[src/hdl/vfs_consts.vh]
// constants for the soft-start and fault sequencer
`ifndef VFS_CONSTS_VH
`define VFS_CONSTS_VH

// clock period in nanoseconds (50 MHz)
`define VFS_CLK_NS        20

// overcurrent latch-off delay at 100 percent limit
`define VFS_OC_TIME_NS    50000
`define VFS_OC_CYC        (`VFS_OC_TIME_NS / `VFS_CLK_NS)

// soft-start dac step interval, one code per interval
`define VFS_SS_STEP_NS    500
`define VFS_SS_STEP_CYC   ((`VFS_SS_STEP_NS + `VFS_CLK_NS - 1) / `VFS_CLK_NS)

// least wait after a supply or driver undervoltage before restart
`define VFS_UV_HOLD_NS    10000
`define VFS_UV_HOLD_CYC   ((`VFS_UV_HOLD_NS + `VFS_CLK_NS - 1) / `VFS_CLK_NS)

// overvoltage ramp-down step interval
`define VFS_OV_STEP_NS    500
`define VFS_OV_STEP_CYC   ((`VFS_OV_STEP_NS + `VFS_CLK_NS - 1) / `VFS_CLK_NS)

// timer width, holds every count above
`define VFS_TMR_W         12

// dac width and first code at 0.25 V
`define VFS_DAC_W         8
`define VFS_DAC_ZERO      8'h00
`define VFS_VID_QUARTER   8'h01

// phase output levels
`define VFS_LVL_FLOAT     2'h0
`define VFS_LVL_MID       2'h1
`define VFS_LVL_LOW       2'h2
`define VFS_LVL_HIGH      2'h3

// total current limit scale codes
`define VFS_SCALE_FULL    2'h0
`define VFS_SCALE_THIRD   2'h1
`define VFS_SCALE_HALF    2'h2

// synchronised input bit positions
`define VFS_S_EN          0
`define VFS_S_VCC         1
`define VFS_S_RAMP        2
`define VFS_S_DRV         3
`define VFS_S_CFG         4
`define VFS_S_OC100       5
`define VFS_S_OC150       6
`define VFS_S_UVC         7
`define VFS_S_UVA         8
`define VFS_S_OVD         9
`define VFS_S_OVF         10
`define VFS_S_W           11

`endif

[src/hdl/vfs_sequencer.v]
// soft-start, restart and fault latch-off sequencer for a buck controller
`timescale 1ns/100ps
`default_nettype none
`include "vfs_consts.vh"

// What this block does
// - hold regulator off on 5 V or ramp undervoltage
// - ramp supply 4 V lockout only once enabled
// - after driver undervoltage, mid level, restart soft start
// - at enable, phases float during test-current capture
// - after capture, drive phases to mid level
// - then assert driver enable, release error amp
// - counter steps dac to target at fixed rate
// - phase stays mid until its first pulse
// - below 0.25 V use fixed per-phase limit
// - compare limit current at 100 and 150 percent
// - 100 percent for 50 us shuts down
// - 150 percent shuts down at once
// - overcurrent latch cleared only by enable cycle
// - shed phases scale limit to third or half
// - output 300 mV under dac drops power good
// - overvoltage forces low sides high, phases low
// - after overvoltage dac ramps to zero, enable stays
// - overvoltage latch cleared only by enable low
// - soft start and voltage change use 1.75 V
module vfs_sequencer (
	input  wire                  sys_clk,
	input  wire                  nrst,
	input  wire                  enable_in,
	input  wire                  vcc5_ok,
	input  wire                  ramp_supply_sense_ok,
	input  wire                  driver_power_ready,
	input  wire                  config_capture_done,
	input  wire                  current_limit_sense_over_100,
	input  wire                  current_limit_sense_over_150,
	input  wire                  core_uv_trip,
	input  wire                  aux_uv_trip,
	input  wire                  ov_dac_trip,
	input  wire                  ov_fixed_trip,
	input  wire                  dynamic_voltage_change,
	input  wire                  shed_phase_states,
	input  wire                  three_phase_design,
	input  wire [`VFS_DAC_W-1:0] target_code,
	input  wire                  pulse_1,
	input  wire                  pulse_2,
	input  wire                  pulse_aux,
	output reg  [1:0]            phase_1_level,
	output reg  [1:0]            phase_2_level,
	output reg  [1:0]            aux_pulse_output,
	output reg                   low_side_force,
	output reg                   driver_enable_line,
	output reg                   error_amp_release,
	output reg                   test_current_en,
	output reg  [`VFS_DAC_W-1:0] dac_code,
	output reg                   per_phase_limit_sel,
	output reg  [1:0]            limit_scale,
	output reg                   ov_fixed_sel,
	output reg                   core_power_good,
	output reg                   aux_power_good,
	output reg                   ocp_latched,
	output reg                   ovp_latched
);

	// one-hot states
	localparam [7:0] ST_OFF   = 8'h01;
	localparam [7:0] ST_CAPT  = 8'h02;
	localparam [7:0] ST_MID   = 8'h04;
	localparam [7:0] ST_SS    = 8'h08;
	localparam [7:0] ST_RUN   = 8'h10;
	localparam [7:0] ST_UVW   = 8'h20;
	localparam [7:0] ST_OCP   = 8'h40;
	localparam [7:0] ST_OVP   = 8'h80;

	localparam [`VFS_TMR_W-1:0] TMR_ZERO = {`VFS_TMR_W{1'b0}};
	localparam [`VFS_TMR_W-1:0] TMR_ONE  = {{(`VFS_TMR_W-1){1'b0}}, 1'b1};

	// counts as integers, cut to the timer width on purpose
	localparam integer OC_CYC_I = `VFS_OC_CYC;
	localparam integer SS_CYC_I = `VFS_SS_STEP_CYC;
	localparam integer UV_CYC_I = `VFS_UV_HOLD_CYC;
	localparam integer OV_CYC_I = `VFS_OV_STEP_CYC;

	// step reloads one short, as the stepping cycle itself counts
	localparam [`VFS_TMR_W-1:0] OC_CYC   = OC_CYC_I[`VFS_TMR_W-1:0];
	localparam [`VFS_TMR_W-1:0] SS_CYC   = SS_CYC_I[`VFS_TMR_W-1:0] - TMR_ONE;
	localparam [`VFS_TMR_W-1:0] UV_CYC   = UV_CYC_I[`VFS_TMR_W-1:0];
	localparam [`VFS_TMR_W-1:0] OV_CYC   = OV_CYC_I[`VFS_TMR_W-1:0] - TMR_ONE;

	reg                   rst_meta_q;
	reg                   rst_n;
	wire [`VFS_S_W-1:0]   s;
	reg  [7:0]            state_q;
	reg  [7:0]            state_d;
	reg  [`VFS_TMR_W-1:0] tmr_q;
	reg  [`VFS_TMR_W-1:0] tmr_d;
	reg  [`VFS_TMR_W-1:0] oc_cnt_q;
	reg  [`VFS_DAC_W-1:0] dac_d;
	reg  [2:0]            fired_q;
	wire                  en_s;
	wire                  supply_ok;
	wire                  active;
	wire                  ov_trip;
	wire                  oc_expired;

	// reset release through two flops
	always @(posedge sys_clk or negedge nrst) begin
		if (!nrst) begin
			rst_meta_q <= 1'b0;
			rst_n      <= 1'b0;
		end else begin
			rst_meta_q <= 1'b1;
			rst_n      <= rst_meta_q;
		end
	end

	// comparator and driver-ready inputs into the clock domain
	vfs_sync #(
		.W (`VFS_S_W)
	) u_sync (
		.sys_clk  (sys_clk),
		.rst_n    (rst_n),
		.async_in ({ov_fixed_trip, ov_dac_trip, aux_uv_trip, core_uv_trip,
		            current_limit_sense_over_150, current_limit_sense_over_100, config_capture_done,
		            driver_power_ready, ramp_supply_sense_ok, vcc5_ok,
		            enable_in}),
		.sync_out (s)
	);

	assign en_s = s[`VFS_S_EN];

	// ramp supply is only judged once enabled; off-state ignores it
	assign supply_ok = s[`VFS_S_VCC] & s[`VFS_S_RAMP];

	// states in which the loop regulates
	assign active = (state_q == ST_SS) | (state_q == ST_RUN);

	// fixed threshold in soft start and voltage change, else dac-relative
	assign ov_trip = (state_q == ST_SS | dynamic_voltage_change) ?
	                 s[`VFS_S_OVF] : s[`VFS_S_OVD];

	assign oc_expired = (oc_cnt_q >= OC_CYC - TMR_ONE) & s[`VFS_S_OC100];

	// overcurrent persistence counter, cleared once the fault goes
	always @(posedge sys_clk or negedge rst_n) begin
		if (!rst_n) begin
			oc_cnt_q <= TMR_ZERO;
		end else if (active & s[`VFS_S_OC100]) begin
			if (!oc_expired)
				oc_cnt_q <= oc_cnt_q + TMR_ONE;
		end else begin
			oc_cnt_q <= TMR_ZERO;
		end
	end

	// sequencing decisions; faults ranked ovp, ocp, then supply
	always @* begin
		state_d = state_q;
		tmr_d   = (tmr_q == TMR_ZERO) ? TMR_ZERO : tmr_q - TMR_ONE;
		dac_d   = dac_code;
		case (state_q)
			ST_OFF: begin
				dac_d = `VFS_DAC_ZERO;
				if (en_s & s[`VFS_S_VCC] & s[`VFS_S_DRV])
					state_d = ST_CAPT;
			end
			ST_CAPT: begin
				if (!en_s)
					state_d = ST_OFF;
				else if (!supply_ok | !s[`VFS_S_DRV]) begin
					state_d = ST_UVW;
					tmr_d   = UV_CYC;
				end else if (s[`VFS_S_CFG])
					state_d = ST_MID;
			end
			ST_MID: begin
				dac_d = `VFS_DAC_ZERO;
				tmr_d = SS_CYC;
				if (!en_s)
					state_d = ST_OFF;
				else if (!supply_ok | !s[`VFS_S_DRV]) begin
					state_d = ST_UVW;
					tmr_d   = UV_CYC;
				end else
					state_d = ST_SS;
			end
			ST_SS, ST_RUN: begin
				if (!en_s)
					state_d = ST_OFF;
				else if (ov_trip) begin
					state_d = ST_OVP;
					tmr_d   = OV_CYC;
				end else if (s[`VFS_S_OC150] | oc_expired)
					state_d = ST_OCP;
				else if (!supply_ok | !s[`VFS_S_DRV]) begin
					state_d = ST_UVW;
					tmr_d   = UV_CYC;
				end else if (state_q == ST_SS) begin
					if (dac_code == target_code)
						state_d = ST_RUN;
					else if (tmr_q == TMR_ZERO) begin
						tmr_d = SS_CYC;
						if (dac_code < target_code)
							dac_d = dac_code + 1'b1;
						else
							dac_d = dac_code - 1'b1;
					end
				end else begin
					dac_d = target_code;
				end
			end
			ST_UVW: begin
				dac_d = `VFS_DAC_ZERO;
				if (!en_s)
					state_d = ST_OFF;
				else if (!supply_ok | !s[`VFS_S_DRV])
					tmr_d = UV_CYC; // hold until every supply is back
				else if (tmr_q == TMR_ZERO)
					state_d = ST_MID;
			end
			ST_OCP: begin
				dac_d = `VFS_DAC_ZERO;
				if (!en_s)
					state_d = ST_OFF;
			end
			ST_OVP: begin
				if (!en_s)
					state_d = ST_OFF;
				else if (dac_code != `VFS_DAC_ZERO & tmr_q == TMR_ZERO) begin
					dac_d = dac_code - 1'b1;
					tmr_d = OV_CYC;
				end
			end
			default: begin
				state_d = ST_OFF;
				dac_d   = `VFS_DAC_ZERO;
			end
		endcase
	end

	// state, timer and dac registers
	always @(posedge sys_clk or negedge rst_n) begin
		if (!rst_n) begin
			state_q  <= ST_OFF;
			tmr_q    <= TMR_ZERO;
			dac_code <= `VFS_DAC_ZERO;
		end else begin
			state_q  <= state_d;
			tmr_q    <= tmr_d;
			dac_code <= dac_d;
		end
	end

	// a phase leaves mid only after its first pulse
	always @(posedge sys_clk or negedge rst_n) begin
		if (!rst_n) begin
			fired_q <= 3'h0;
		end else if (!active) begin
			fired_q <= 3'h0;
		end else begin
			fired_q <= fired_q | {pulse_aux, pulse_2, pulse_1};
		end
	end

	// phase level for one output from state, first-pulse flag and pulse
	function [1:0] lvl;
		input [7:0] st;
		input       fired;
		input       pulse;
		begin
			case (st)
				ST_MID, ST_UVW: lvl = `VFS_LVL_MID;
				ST_SS, ST_RUN: begin
					if (!fired & !pulse)
						lvl = `VFS_LVL_MID;
					else if (pulse)
						lvl = `VFS_LVL_HIGH;
					else
						lvl = `VFS_LVL_LOW;
				end
				ST_OVP: lvl = `VFS_LVL_LOW;
				default: lvl = `VFS_LVL_FLOAT;
			endcase
		end
	endfunction

	// registered outputs
	always @(posedge sys_clk or negedge rst_n) begin
		if (!rst_n) begin
			phase_1_level       <= `VFS_LVL_FLOAT;
			phase_2_level       <= `VFS_LVL_FLOAT;
			aux_pulse_output    <= `VFS_LVL_FLOAT;
			low_side_force      <= 1'b0;
			driver_enable_line  <= 1'b0;
			error_amp_release   <= 1'b0;
			test_current_en     <= 1'b0;
			per_phase_limit_sel <= 1'b1;
			limit_scale         <= `VFS_SCALE_FULL;
			ov_fixed_sel        <= 1'b1;
			core_power_good     <= 1'b0;
			aux_power_good      <= 1'b0;
			ocp_latched         <= 1'b0;
			ovp_latched         <= 1'b0;
		end else begin
			phase_1_level      <= lvl(state_q, fired_q[0], pulse_1);
			phase_2_level      <= lvl(state_q, fired_q[1], pulse_2);
			aux_pulse_output   <= lvl(state_q, fired_q[2], pulse_aux);
			low_side_force     <= (state_q == ST_OVP);
			driver_enable_line <= active | (state_q == ST_OVP);
			error_amp_release  <= active;
			test_current_en    <= (state_q == ST_CAPT);
			per_phase_limit_sel <= (dac_code < `VFS_VID_QUARTER);
			if (!shed_phase_states)
				limit_scale <= `VFS_SCALE_FULL;
			else if (three_phase_design)
				limit_scale <= `VFS_SCALE_THIRD;
			else
				limit_scale <= `VFS_SCALE_HALF;
			ov_fixed_sel    <= (state_q != ST_RUN) | dynamic_voltage_change;
			core_power_good <= (state_q == ST_RUN) & !s[`VFS_S_UVC];
			aux_power_good  <= (state_q == ST_RUN) & !s[`VFS_S_UVA];
			ocp_latched     <= (state_q == ST_OCP);
			ovp_latched     <= (state_q == ST_OVP);
		end
	end

endmodule // vfs_sequencer

`default_nettype wire

[src/hdl/vfs_sync.v]
// two-flop synchroniser for a bus of independent levels
`timescale 1ns/100ps
`default_nettype none

module vfs_sync #(
	parameter W = 1
) (
	input  wire         sys_clk,
	input  wire         rst_n,
	input  wire [W-1:0] async_in,
	output reg  [W-1:0] sync_out
);

	reg [W-1:0] meta_q;

	// first stage feeds only the second
	always @(posedge sys_clk or negedge rst_n) begin
		if (!rst_n) begin
			meta_q   <= {W{1'b0}};
			sync_out <= {W{1'b0}};
		end else begin
			meta_q   <= async_in;
			sync_out <= meta_q;
		end
	end

endmodule // vfs_sync

`default_nettype wire

[config.mk]
export PLATFORM = sky130hd
export DESIGN_NAME = vfs_sequencer
export DESIGN_NICKNAME = d
export VERILOG_FILES = /design/src/hdl/vfs_sequencer.v /design/src/hdl/vfs_sync.v
export VERILOG_INCLUDE_DIRS = /design/src /design/src/hdl
export SDC_FILE = /design/constraint.sdc
export NUM_CORES = 1
export LEC_CHECK = 0
export BUFFER_PORTS_ARGS = -buffer_cell sky130_fd_sc_hd__buf_2
export CAP_MARGIN = 20
export CORE_MARGIN = 5
export CORE_UTILIZATION = 45
export DETAILED_ROUTE_END_ITERATION = 8
export PLACE_DENSITY_LB_ADDON = 0.15
export SLEW_MARGIN = 20
export SYNTH_ARGS = -nofsm -noshare
export SYNTH_HDL_FRONTEND = slang
export SYNTH_SLANG_ARGS = --single-unit
[constraint.sdc]
create_clock -name sys_clk -period 2.6 [get_ports sys_clk]
set_input_delay 0.13 -clock sys_clk [delete_from_list [all_inputs] [get_ports sys_clk]]
set_output_delay 0.13 -clock sys_clk [all_outputs]
set_load 0.01 [all_outputs]
# After elaboration in Yosys (flattened, before gate mapping)
# Cells that the tools add are included.
# totals
ff_bits	84
latchBits	0
mem_bits_rw	0
romBits	0
input_bits	27
output_inout_bits	26
wordCells	150
mem_count	0
# op_classes
addsub	4
mul	0
div	0
order_cmp	3
n_eq_ne	26
shift	0
mux	58
bitwise	19
reduce_logical	18
# ops
op	count
8-bit 2-to-1 mux	24
12-bit 2-to-1 mux	14
12-bit case mux with 4 select lines	1
8-bit case mux with 6 select lines	1
8-bit case mux with 3 select lines	1
9-bit 2-to-1 mux	2
2-bit case mux with 3 select lines	3
2-bit inequality test, second input constant	7
12-bit by 1-bit adder with 12-bit output, second input constant	1
12-bit greater-or-equal comparator, second input constant	1
12-bit logical NOT	1
6-bit 2-to-1 mux	2
3-bit inequality test, second input constant	4
6-bit inequality test, second input constant	2
12-bit by 1-bit subtractor with 12-bit output, second input constant	1
1-bit bitwise AND	11
1-bit logical NOT	10
2-bit 2-to-1 mux	5
9-bit AND reduction	1
8-bit by 1-bit adder with 8-bit output, second input constant	1
8-bit by 1-bit equality test with 1-bit output, second input constant	1
8-bit by 2-bit equality test with 1-bit output, second input constant	1
8-bit by 3-bit equality test with 1-bit output, second input constant	1
8-bit by 4-bit equality test with 1-bit output, second input constant	1
other kinds (19)	31

# Longest topological paths before layout
# Gate-level depths: netlist (run 1).
# logic_depth
word_depth	10
ltp_mapped	10
depth_no_buf	8

# Cells and area by module
# From an unflattened synthesis (run 1), not the netlist that was laid out.
# unflattened
cells_unflattened	426
hier_area_um2	4317.9
# modules_own_cells
module	n_inst	cells_each	area_per_inst_um2	seq_area_each_um2
vfs_sequencer	1	404	3767.4	1555.2
vfs_sync	1	22	550.5	550.5

# Worst setup path before layout (run 1)
# Ideal clock, no wire load.
# synth_path
path_kind	register to register
startpoint	register tmr_q[0]
endpoint	register dac_code[1]
setup_ns	0.125
arrival_time_ns	2.286
required_time_ns	2.475
slack_ns	0.189
path_stages_with_launch	11
path_buffers	2
period_less_slack_ns	2.411
path_cell_list	dfrtp_1 > inv_1 > ha_1 > nor4b_2 > and3_1 > clkbuf_1 > nand3_1 > a221oi_2 > and2_4 > buf_6 > mux2_4
# synth_via
elab_chain_cells	4
elab_cells_between_ends	5
cone_classes	eq/ne: 2; bitwise: 1; reduce/logical: 2
# synth_lines
item	line_no	rtl
start, declared	vfs_sequencer.v:94	reg [`VFS_TMR_W-1:0] tmr_q;
start signal, assigned	vfs_sequencer.v:248	tmr_q <= tmr_d;
12-bit logical NOT (*)	vfs_sequencer.v:200, vfs_sequencer.v:228	
1-bit bitwise AND	vfs_sequencer.v:228	else if (dac_code != `VFS_DAC_ZERO & tmr_q == TMR_ZERO) begin
2-bit inequality test (no source line)	-	
9-bit AND reduction (no source line) (*)	-	
end signal, assigned	vfs_sequencer.v:245	dac_code <= `VFS_DAC_ZERO;
end, declared	vfs_sequencer.v:54	output reg [`VFS_DAC_W-1:0] dac_code,
# Mark *: on every way between the ends. The rest lies on a longest branch, timed or not.
# A chain may end at the register's enable or synchronous reset.

# Final worst setup path (run 1)
# layout_path
startpoint	register state_q[1]
endpoint	register dac_code[1]
# layout_via
elab_chain_cells	7
elab_cells_between_ends	23
cone_classes	eq/ne: 12; mux: 7; bitwise: 2; reduce/logical: 2
# layout_lines
item	line_no	rtl
start, declared	vfs_sequencer.v:92	reg [7:0] state_q;
start signal, assigned	vfs_sequencer.v:247	state_q <= state_d;
8-bit by 4-bit equality test with 1-bit output	vfs_sequencer.v:138, vfs_sequencer.v:160, vfs_sequencer.v:197	
8-bit 2-to-1 mux	vfs_sequencer.v:197	end else if (state_q == ST_SS) begin
8-bit 2-to-1 mux	vfs_sequencer.v:194	else if (!supply_ok | !s[`VFS_S_DRV]) begin
8-bit 2-to-1 mux	vfs_sequencer.v:192	end else if (s[`VFS_S_OC150] | oc_expired)
8-bit 2-to-1 mux	vfs_sequencer.v:189	else if (ov_trip) begin
8-bit 2-to-1 mux	vfs_sequencer.v:187	if (!en_s)
8-bit case mux with 3 select lines	vfs_sequencer.v:160	case (state_q)
# Parallel ways exist; a longest one is shown, timed or not. The select of a mux whose other input is x is not followed.

==> qor.txt, run 1 <==
ys async rst share: 100%
endpoints failing hold: 0
final WL: 9870 µm
vias in the first global route: 3368
Tightest Pin Transition: 586 ps
Syn Area/Cell: 9.97 µm²
DRC errors left: 0
Die X: 107 µm
Post-synth EDFFs: 0
total power: 3.66 mW
die height: 107 µm
port bufs: 52
Worst Path Required: 2840 ps
sequential share of the synthesized area: 49.5%
final clock skew: 12.6 ps
Yosys cell types: 61
gr usage total: 17.9%
max frequency: 0.402 GHz
Layout Nets: 553
relative slew slack: 59.8%
I/O Pins: 53
Ys Warns: 0
clock sinks: 84
critical-path cell list: or4_1 > or4_4 > a31o_4 > and2_4 > mux2_4
ys flop type: dfrtp_1
post-CTS setup buffers: 0
crit path DAT: 2730 ps
Num CTS Buffers: 9
Pwr Density: 707 mW/mm²
grt ovf: 0
VDD IR-drop max: 0.472 mV
flops & latches, synth: 84
period utilization: 95.6%
initial antenna violation count: 0
CP Class: reg -> reg
ANT nets after route: 0
full die area: 0.0115 mm²
via count: 3584
most frequent cells in the layout: dfrtp_1, buf_2, nor2_1
final number of setup-violating endpoints: 0
Leakage: 2.45 nW
leading cell type in the layout, fill and taps excluded: dfrtp_1
slowest CP cell: or4_4
setup_tns: 0 ps
core box area: 0.00924 mm²
delay of the slowest critical-path stage: 600 ps
Initial DRC Count: 297
cell row count: 35
CP bufs+invs: 0
Routability Congestion: 0.865
clock period minus worst slack: 2490 ps
number of diodes: 0
Post-Syn Area: 0.00426 mm²
routed len/inst: 15.2 µm
Startpoint Class: flop
CP endpoint kind: flop
kind of cell adding the most delay to the critical path: simple AND/OR/NAND/NOR gates
max-slew violation count: 0
layout cells sized above 1: 22.2%
hold slack: 31.8 ps
Layout area overhead: 21.7%
Max clock buf depth: 2
Place WS: 132 ps
Max Cap Viol: 0
syn nets: 467
run status: complete, no violations
Vias/cell: 5.54
TritonRoute pass-1 iters: 6
worst-skew pair later-pin latency: 350 ps
root buffer cell: clkbuf_8
Initial Util: 46.1%
Final WS setup: 114 ps
first-pass GRT wire length: 16500 µm
largest net degree at the start of global routing: 47
CTS tree: done
Worst-path clk slew: 90 ps
CP Max Fanout: 14
RSZ-0062 raised after global routing: false
gate count of the mapped netlist: 427
worst min-delay path class: in -> reg
H-tree Lvls: 3
HPWL after detailed placement: 7170 µm
## logic make-up after synthesis
kind of cell	count (synthesis)	synth area share (%)
AND/OR/NAND/NOR	168	21.5
multiplexers	8	2.29
adder cells (fa/ha/maj)	13	3.82
other	1	0.0881
buffers and inverters	35	3.38
AO/OA/AOI/OAI	90	13.6
flip-flops	84	49.5
XOR/XNOR	28	5.76
## Yosys cell counts, types with 3 or more instances
| cell type | count | area (µm²) |
|---|---|---|
| and2_1 | 5 | 31.3 |
| mux2i_1 | 3 | 30.0 |
| nor2b_1 | 10 | 62.6 |
| a211oi_1 | 3 | 22.5 |
| and4_1 | 4 | 35.0 |
| nand3_1 | 17 | 85.1 |
| clkbuf_1 | 14 | 52.6 |
| a211o_1 | 3 | 26.3 |
| o21ai_0 | 27 | 135 |
| nand4_1 | 13 | 81.3 |
| nand2_1 | 33 | 124 |
| mux2_4 | 3 | 45.0 |
| nand4b_1 | 3 | 26.3 |
| o22ai_1 | 3 | 18.8 |
| nand2b_1 | 6 | 37.5 |
| a41oi_1 | 3 | 26.3 |
| nor3_1 | 12 | 60.1 |
| xor2_1 | 17 | 149 |
| nor4_2 | 3 | 37.5 |
| nor4_1 | 3 | 18.8 |
| and3_1 | 6 | 37.5 |
| ha_1 | 13 | 163 |
| dfstp_2 | 3 | 78.8 |
| a31oi_1 | 7 | 43.8 |
| dfrtp_1 | 81 | 2030 |
| xnor2_1 | 11 | 96.3 |
| inv_1 | 17 | 63.8 |
| o2111ai_1 | 3 | 26.3 |
| nor2_1 | 35 | 131 |
| or3_1 | 5 | 31.3 |
| or4_1 | 3 | 22.5 |
| a21oi_1 | 23 | 115 |
## layer usage
metal  vias up  wire, µm  GRT usage [%]
li1       1718         -              -
met1      1725      4630           26.0
met2       131      4550           27.6
met3        10       599           3.00
met4         0        89           5.48
met5         -         0              0
## path summary, 6_finish.rpt
kind | slack (ps) | startpoint | endpoint | depth (start not counted)
setup / recovery | 110 | state_q[1]$_DFFE_PN0P_ | dac_code[1]$_DFFE_PN0P_ | 5
hold / removal | 30 | pulse_1 | fired_q[0]$_DFF_PN0_ | 3
setup reg to reg | 110 | state_q[1]$_DFFE_PN0P_ | dac_code[1]$_DFFE_PN0P_ | 5
hold reg to reg | 300 | rst_n$_DFF_PN0_ | state_q[3]$_DFFE_PN0P_ | 0
max in group asynchronous | 1650 | rst_n$_DFF_PN0_ | state_q[0]$_DFFE_PN1P_ | 1
min in group asynchronous | 80 | nrst | rst_meta_q$_DFF_PN0_ | 2
## state kept, by name, summed over array words and instances, names as in the netlist, 2 cells and up
register	flops
oc_cnt_q	12
tmr_q	12
limit_scale	2
state_q	8
u_sync.sync_out	11
dac_code	8
fired_q	3
phase_1_level	2
phase_2_level	2
aux_pulse_output	2
u_sync.meta_q	11
## metrics by stage
step / area, µm² / utilization [%] / std cells
after floorplan: 4260 / - / 427
after global placement: 4800 / 51.9 / 615
after detailed placement: 4800 / 51.9 / 615
after CTS: 5170 / 55.9 / 647
after global routing: 5180 / 56.1 / 647
final: 5180 / 56.1 / 647
## cell type report
cell class	instances	area, µm²
clock buffer	10	138
clock inverter	6	71.3
fill	837	4060
inverter	18	67.6
multi-input combinational	308	2020
sequential	84	2110
tap	129	161
timing repair buffer	92	613
## tightest hold or removal path: cells and delay by family
family | cells | cell delay [ps]
buf+inv | 1 | 90
simple gates | 2 | 120
## power by group
group / internal, mW / switching [mW]
combinational: 0.495 / 0.577
clock: 0.477 / 0.476
sequential: 1.47 / 0.166
total: 2.45 / 1.22
## timing repair
action / CTS / global route
hold buffers: 16 / 0
resized for setup: 0 / 4
setup endpoints to repair: 0 / 4
hold endpoints to repair: 16 / 0
Power figures use the tool's default switching activity.
==> run 2, diff against run 1 <==
--- a/config.mk
+++ b/config.mk
@@ -11,6 +11,7 @@
 export CORE_MARGIN = 5
 export CORE_UTILIZATION = 45
 export DETAILED_ROUTE_END_ITERATION = 8
+export MAX_ROUTING_LAYER = met4
 export PLACE_DENSITY_LB_ADDON = 0.15
 export SLEW_MARGIN = 20
 export SYNTH_ARGS = -nofsm -noshare
==> qor.txt, run 2 (synthesis gave the netlist of run 1 again) <==
setup_tns: 0 ps
Final WS setup: 115 ps
DRC errors left: 0
met2 GRT Util: 27.6%
Startpoint Class: flop
Placed Instances: 615
Place WS: 132 ps
initial antenna violation count: 0
slowest CP cell: or4_4
worst min-delay path class: in -> reg
critical-path cell list: or4_1 > or4_4 > a31o_4 > and2_4 > mux2_4
cell row count: 35
kind of cell adding the most delay to the critical path: simple AND/OR/NAND/NOR gates
Initial Util: 46.1%
HPWL after detailed placement: 7170 µm
RSZ-0062 raised after global routing: false
vias in the first global route: 3368
hold slack: 29.2 ps
gr usage total: 18.4%
CP endpoint kind: flop
most frequent cells in the layout: dfrtp_1, buf_2, nor2_1
grt ovf: 0
max frequency: 0.402 GHz
layout cells sized above 1: 22.2%
first-pass GRT wire length: 16600 µm
combinational fraction of design power: 29.3%
leading cell type in the layout, fill and taps excluded: dfrtp_1
final number of setup-violating endpoints: 0
M1 GR Usage: 26.0%
Clock Power Share: 26.0%
VDD IR-drop max: 0.471 mV
relative slew slack: 60.1%
Layout area overhead: 21.7%
clock period minus worst slack: 2480 ps
clock sinks: 84
Initial DRC Count: 325
routed len/inst: 15.3 µm
Final Non-Filler Cells: 647
Worst-path clk slew: 90 ps
Leakage: 2.45 nW
TritonRoute pass-1 iters: 5
Layout Nets: 553
Max Cap Viol: 0
worst-skew pair later-pin latency: 350 ps
GRT Max-Usage Layer: met2
delay of the slowest critical-path stage: 600 ps
CP bufs+invs: 0
H-tree Lvls: 3
via count: 3590
final clock skew: 13.7 ps
Flop pwr share: 44.8%
Net Switching: 1.22 mW
Tightest Pin Transition: 582 ps
GRT met3 Usage: 2.94%
Worst Path Required: 2840 ps
endpoints failing hold: 0
max-slew violation count: 0
Net Sw Frac: 33.3%
period utilization: 95.6%
Pwr Density: 708 mW/mm²
Num CTS Buffers: 9
Routability Congestion: 0.879
largest registers: oc_cnt_q (12), tmr_q (12)
final WL: 9930 µm
I/O Pins: 53
run status: complete, no violations
full die area: 0.0115 mm²
ANT nets after route: 0
total internal power: 2.45 mW
CP Class: reg -> reg
number of diodes: 0
root buffer cell: clkbuf_8
CP Max Fanout: 14
die height: 107 µm
largest net degree at the start of global routing: 47
Layout fillers: 837
Max clock buf depth: 2
port bufs: 52
Die X: 107 µm
core box area: 0.00924 mm²
Vias/cell: 5.55
CTS tree: done
crit path DAT: 2730 ps
-- run 2: cell counts in the layout (fill, tap and decap cells not counted) --
Identical to the previous run, type by type.
-- run 2: through the flow --
stage / total power [mW] / area (µm²) / utilization [%]
floorplan: 2.35 / 4260 / -
global placement: 2.66 / 4800 / 51.9
detailed placement: 2.69 / 4800 / 51.9
CTS: 3.67 / 5170 / 55.9
global route: 3.91 / 5180 / 56.1
finish: 3.67 / 5180 / 56.1
-- run 2: worst paths after layout --
path | from | endpoint | slack (ps) | cells after the start
worst min-delay path | pulse_1 | fired_q[0]$_DFF_PN0_ | 30 | 3
worst max-delay path | state_q[1]$_DFFE_PN0P_ | dac_code[5]$_DFFE_PN0P_ | 120 | 5
worst min register to register | rst_n$_DFF_PN0_ | state_q[3]$_DFFE_PN0P_ | 300 | 0
max in group asynchronous | rst_n$_DFF_PN0_ | state_q[0]$_DFFE_PN1P_ | 1650 | 1
worst max register to register | state_q[1]$_DFFE_PN0P_ | dac_code[5]$_DFFE_PN0P_ | 120 | 5
min in group asynchronous | nrst | rst_meta_q$_DFF_PN0_ | 80 | 2
-- run 2: metal layers --
layer  routed length [µm]  up-vias
met2                 4610      130
met1                 4610     1728
li1                     -     1718
met3                  607       14
met4                   95        0
met5                    0        -
-- run 2: what timing repair did --
item,in CTS,in global routing
hold buffers,16,0
hold endpoints to repair,16,0
gates resized for setup,0,4
endpoints found under the setup margin,0,4
buffers inserted,0,0
-- run 2: final cells by class --
cell class,instances,area [µm²],area share [%]
inverter,18,67.6,1.30
clock inverter,6,71.3,1.38
tap,129,161,3.12
clock buffer,10,138,2.66
timing repair buffer,92,613,11.8
sequential,84,2110,40.7
multi-input combinational,308,2020,39.0
-- run 2: worst min-delay path: stages --
cell,delay [ps]
buf_2,90
nor2_1,50
nor2_1,70
-- run 2: power by group through the flow --
stage          clock, mW  combinational [mW]  sequential (mW)
2_1_floorplan          0               0.702             1.65
3_3_place_gp           0                1.01             1.65
3_5_place_dp           0                1.03             1.66
4_1_cts            0.981                1.06             1.63
5_1_grt             1.03                1.21             1.67
6_report           0.953                1.07             1.64
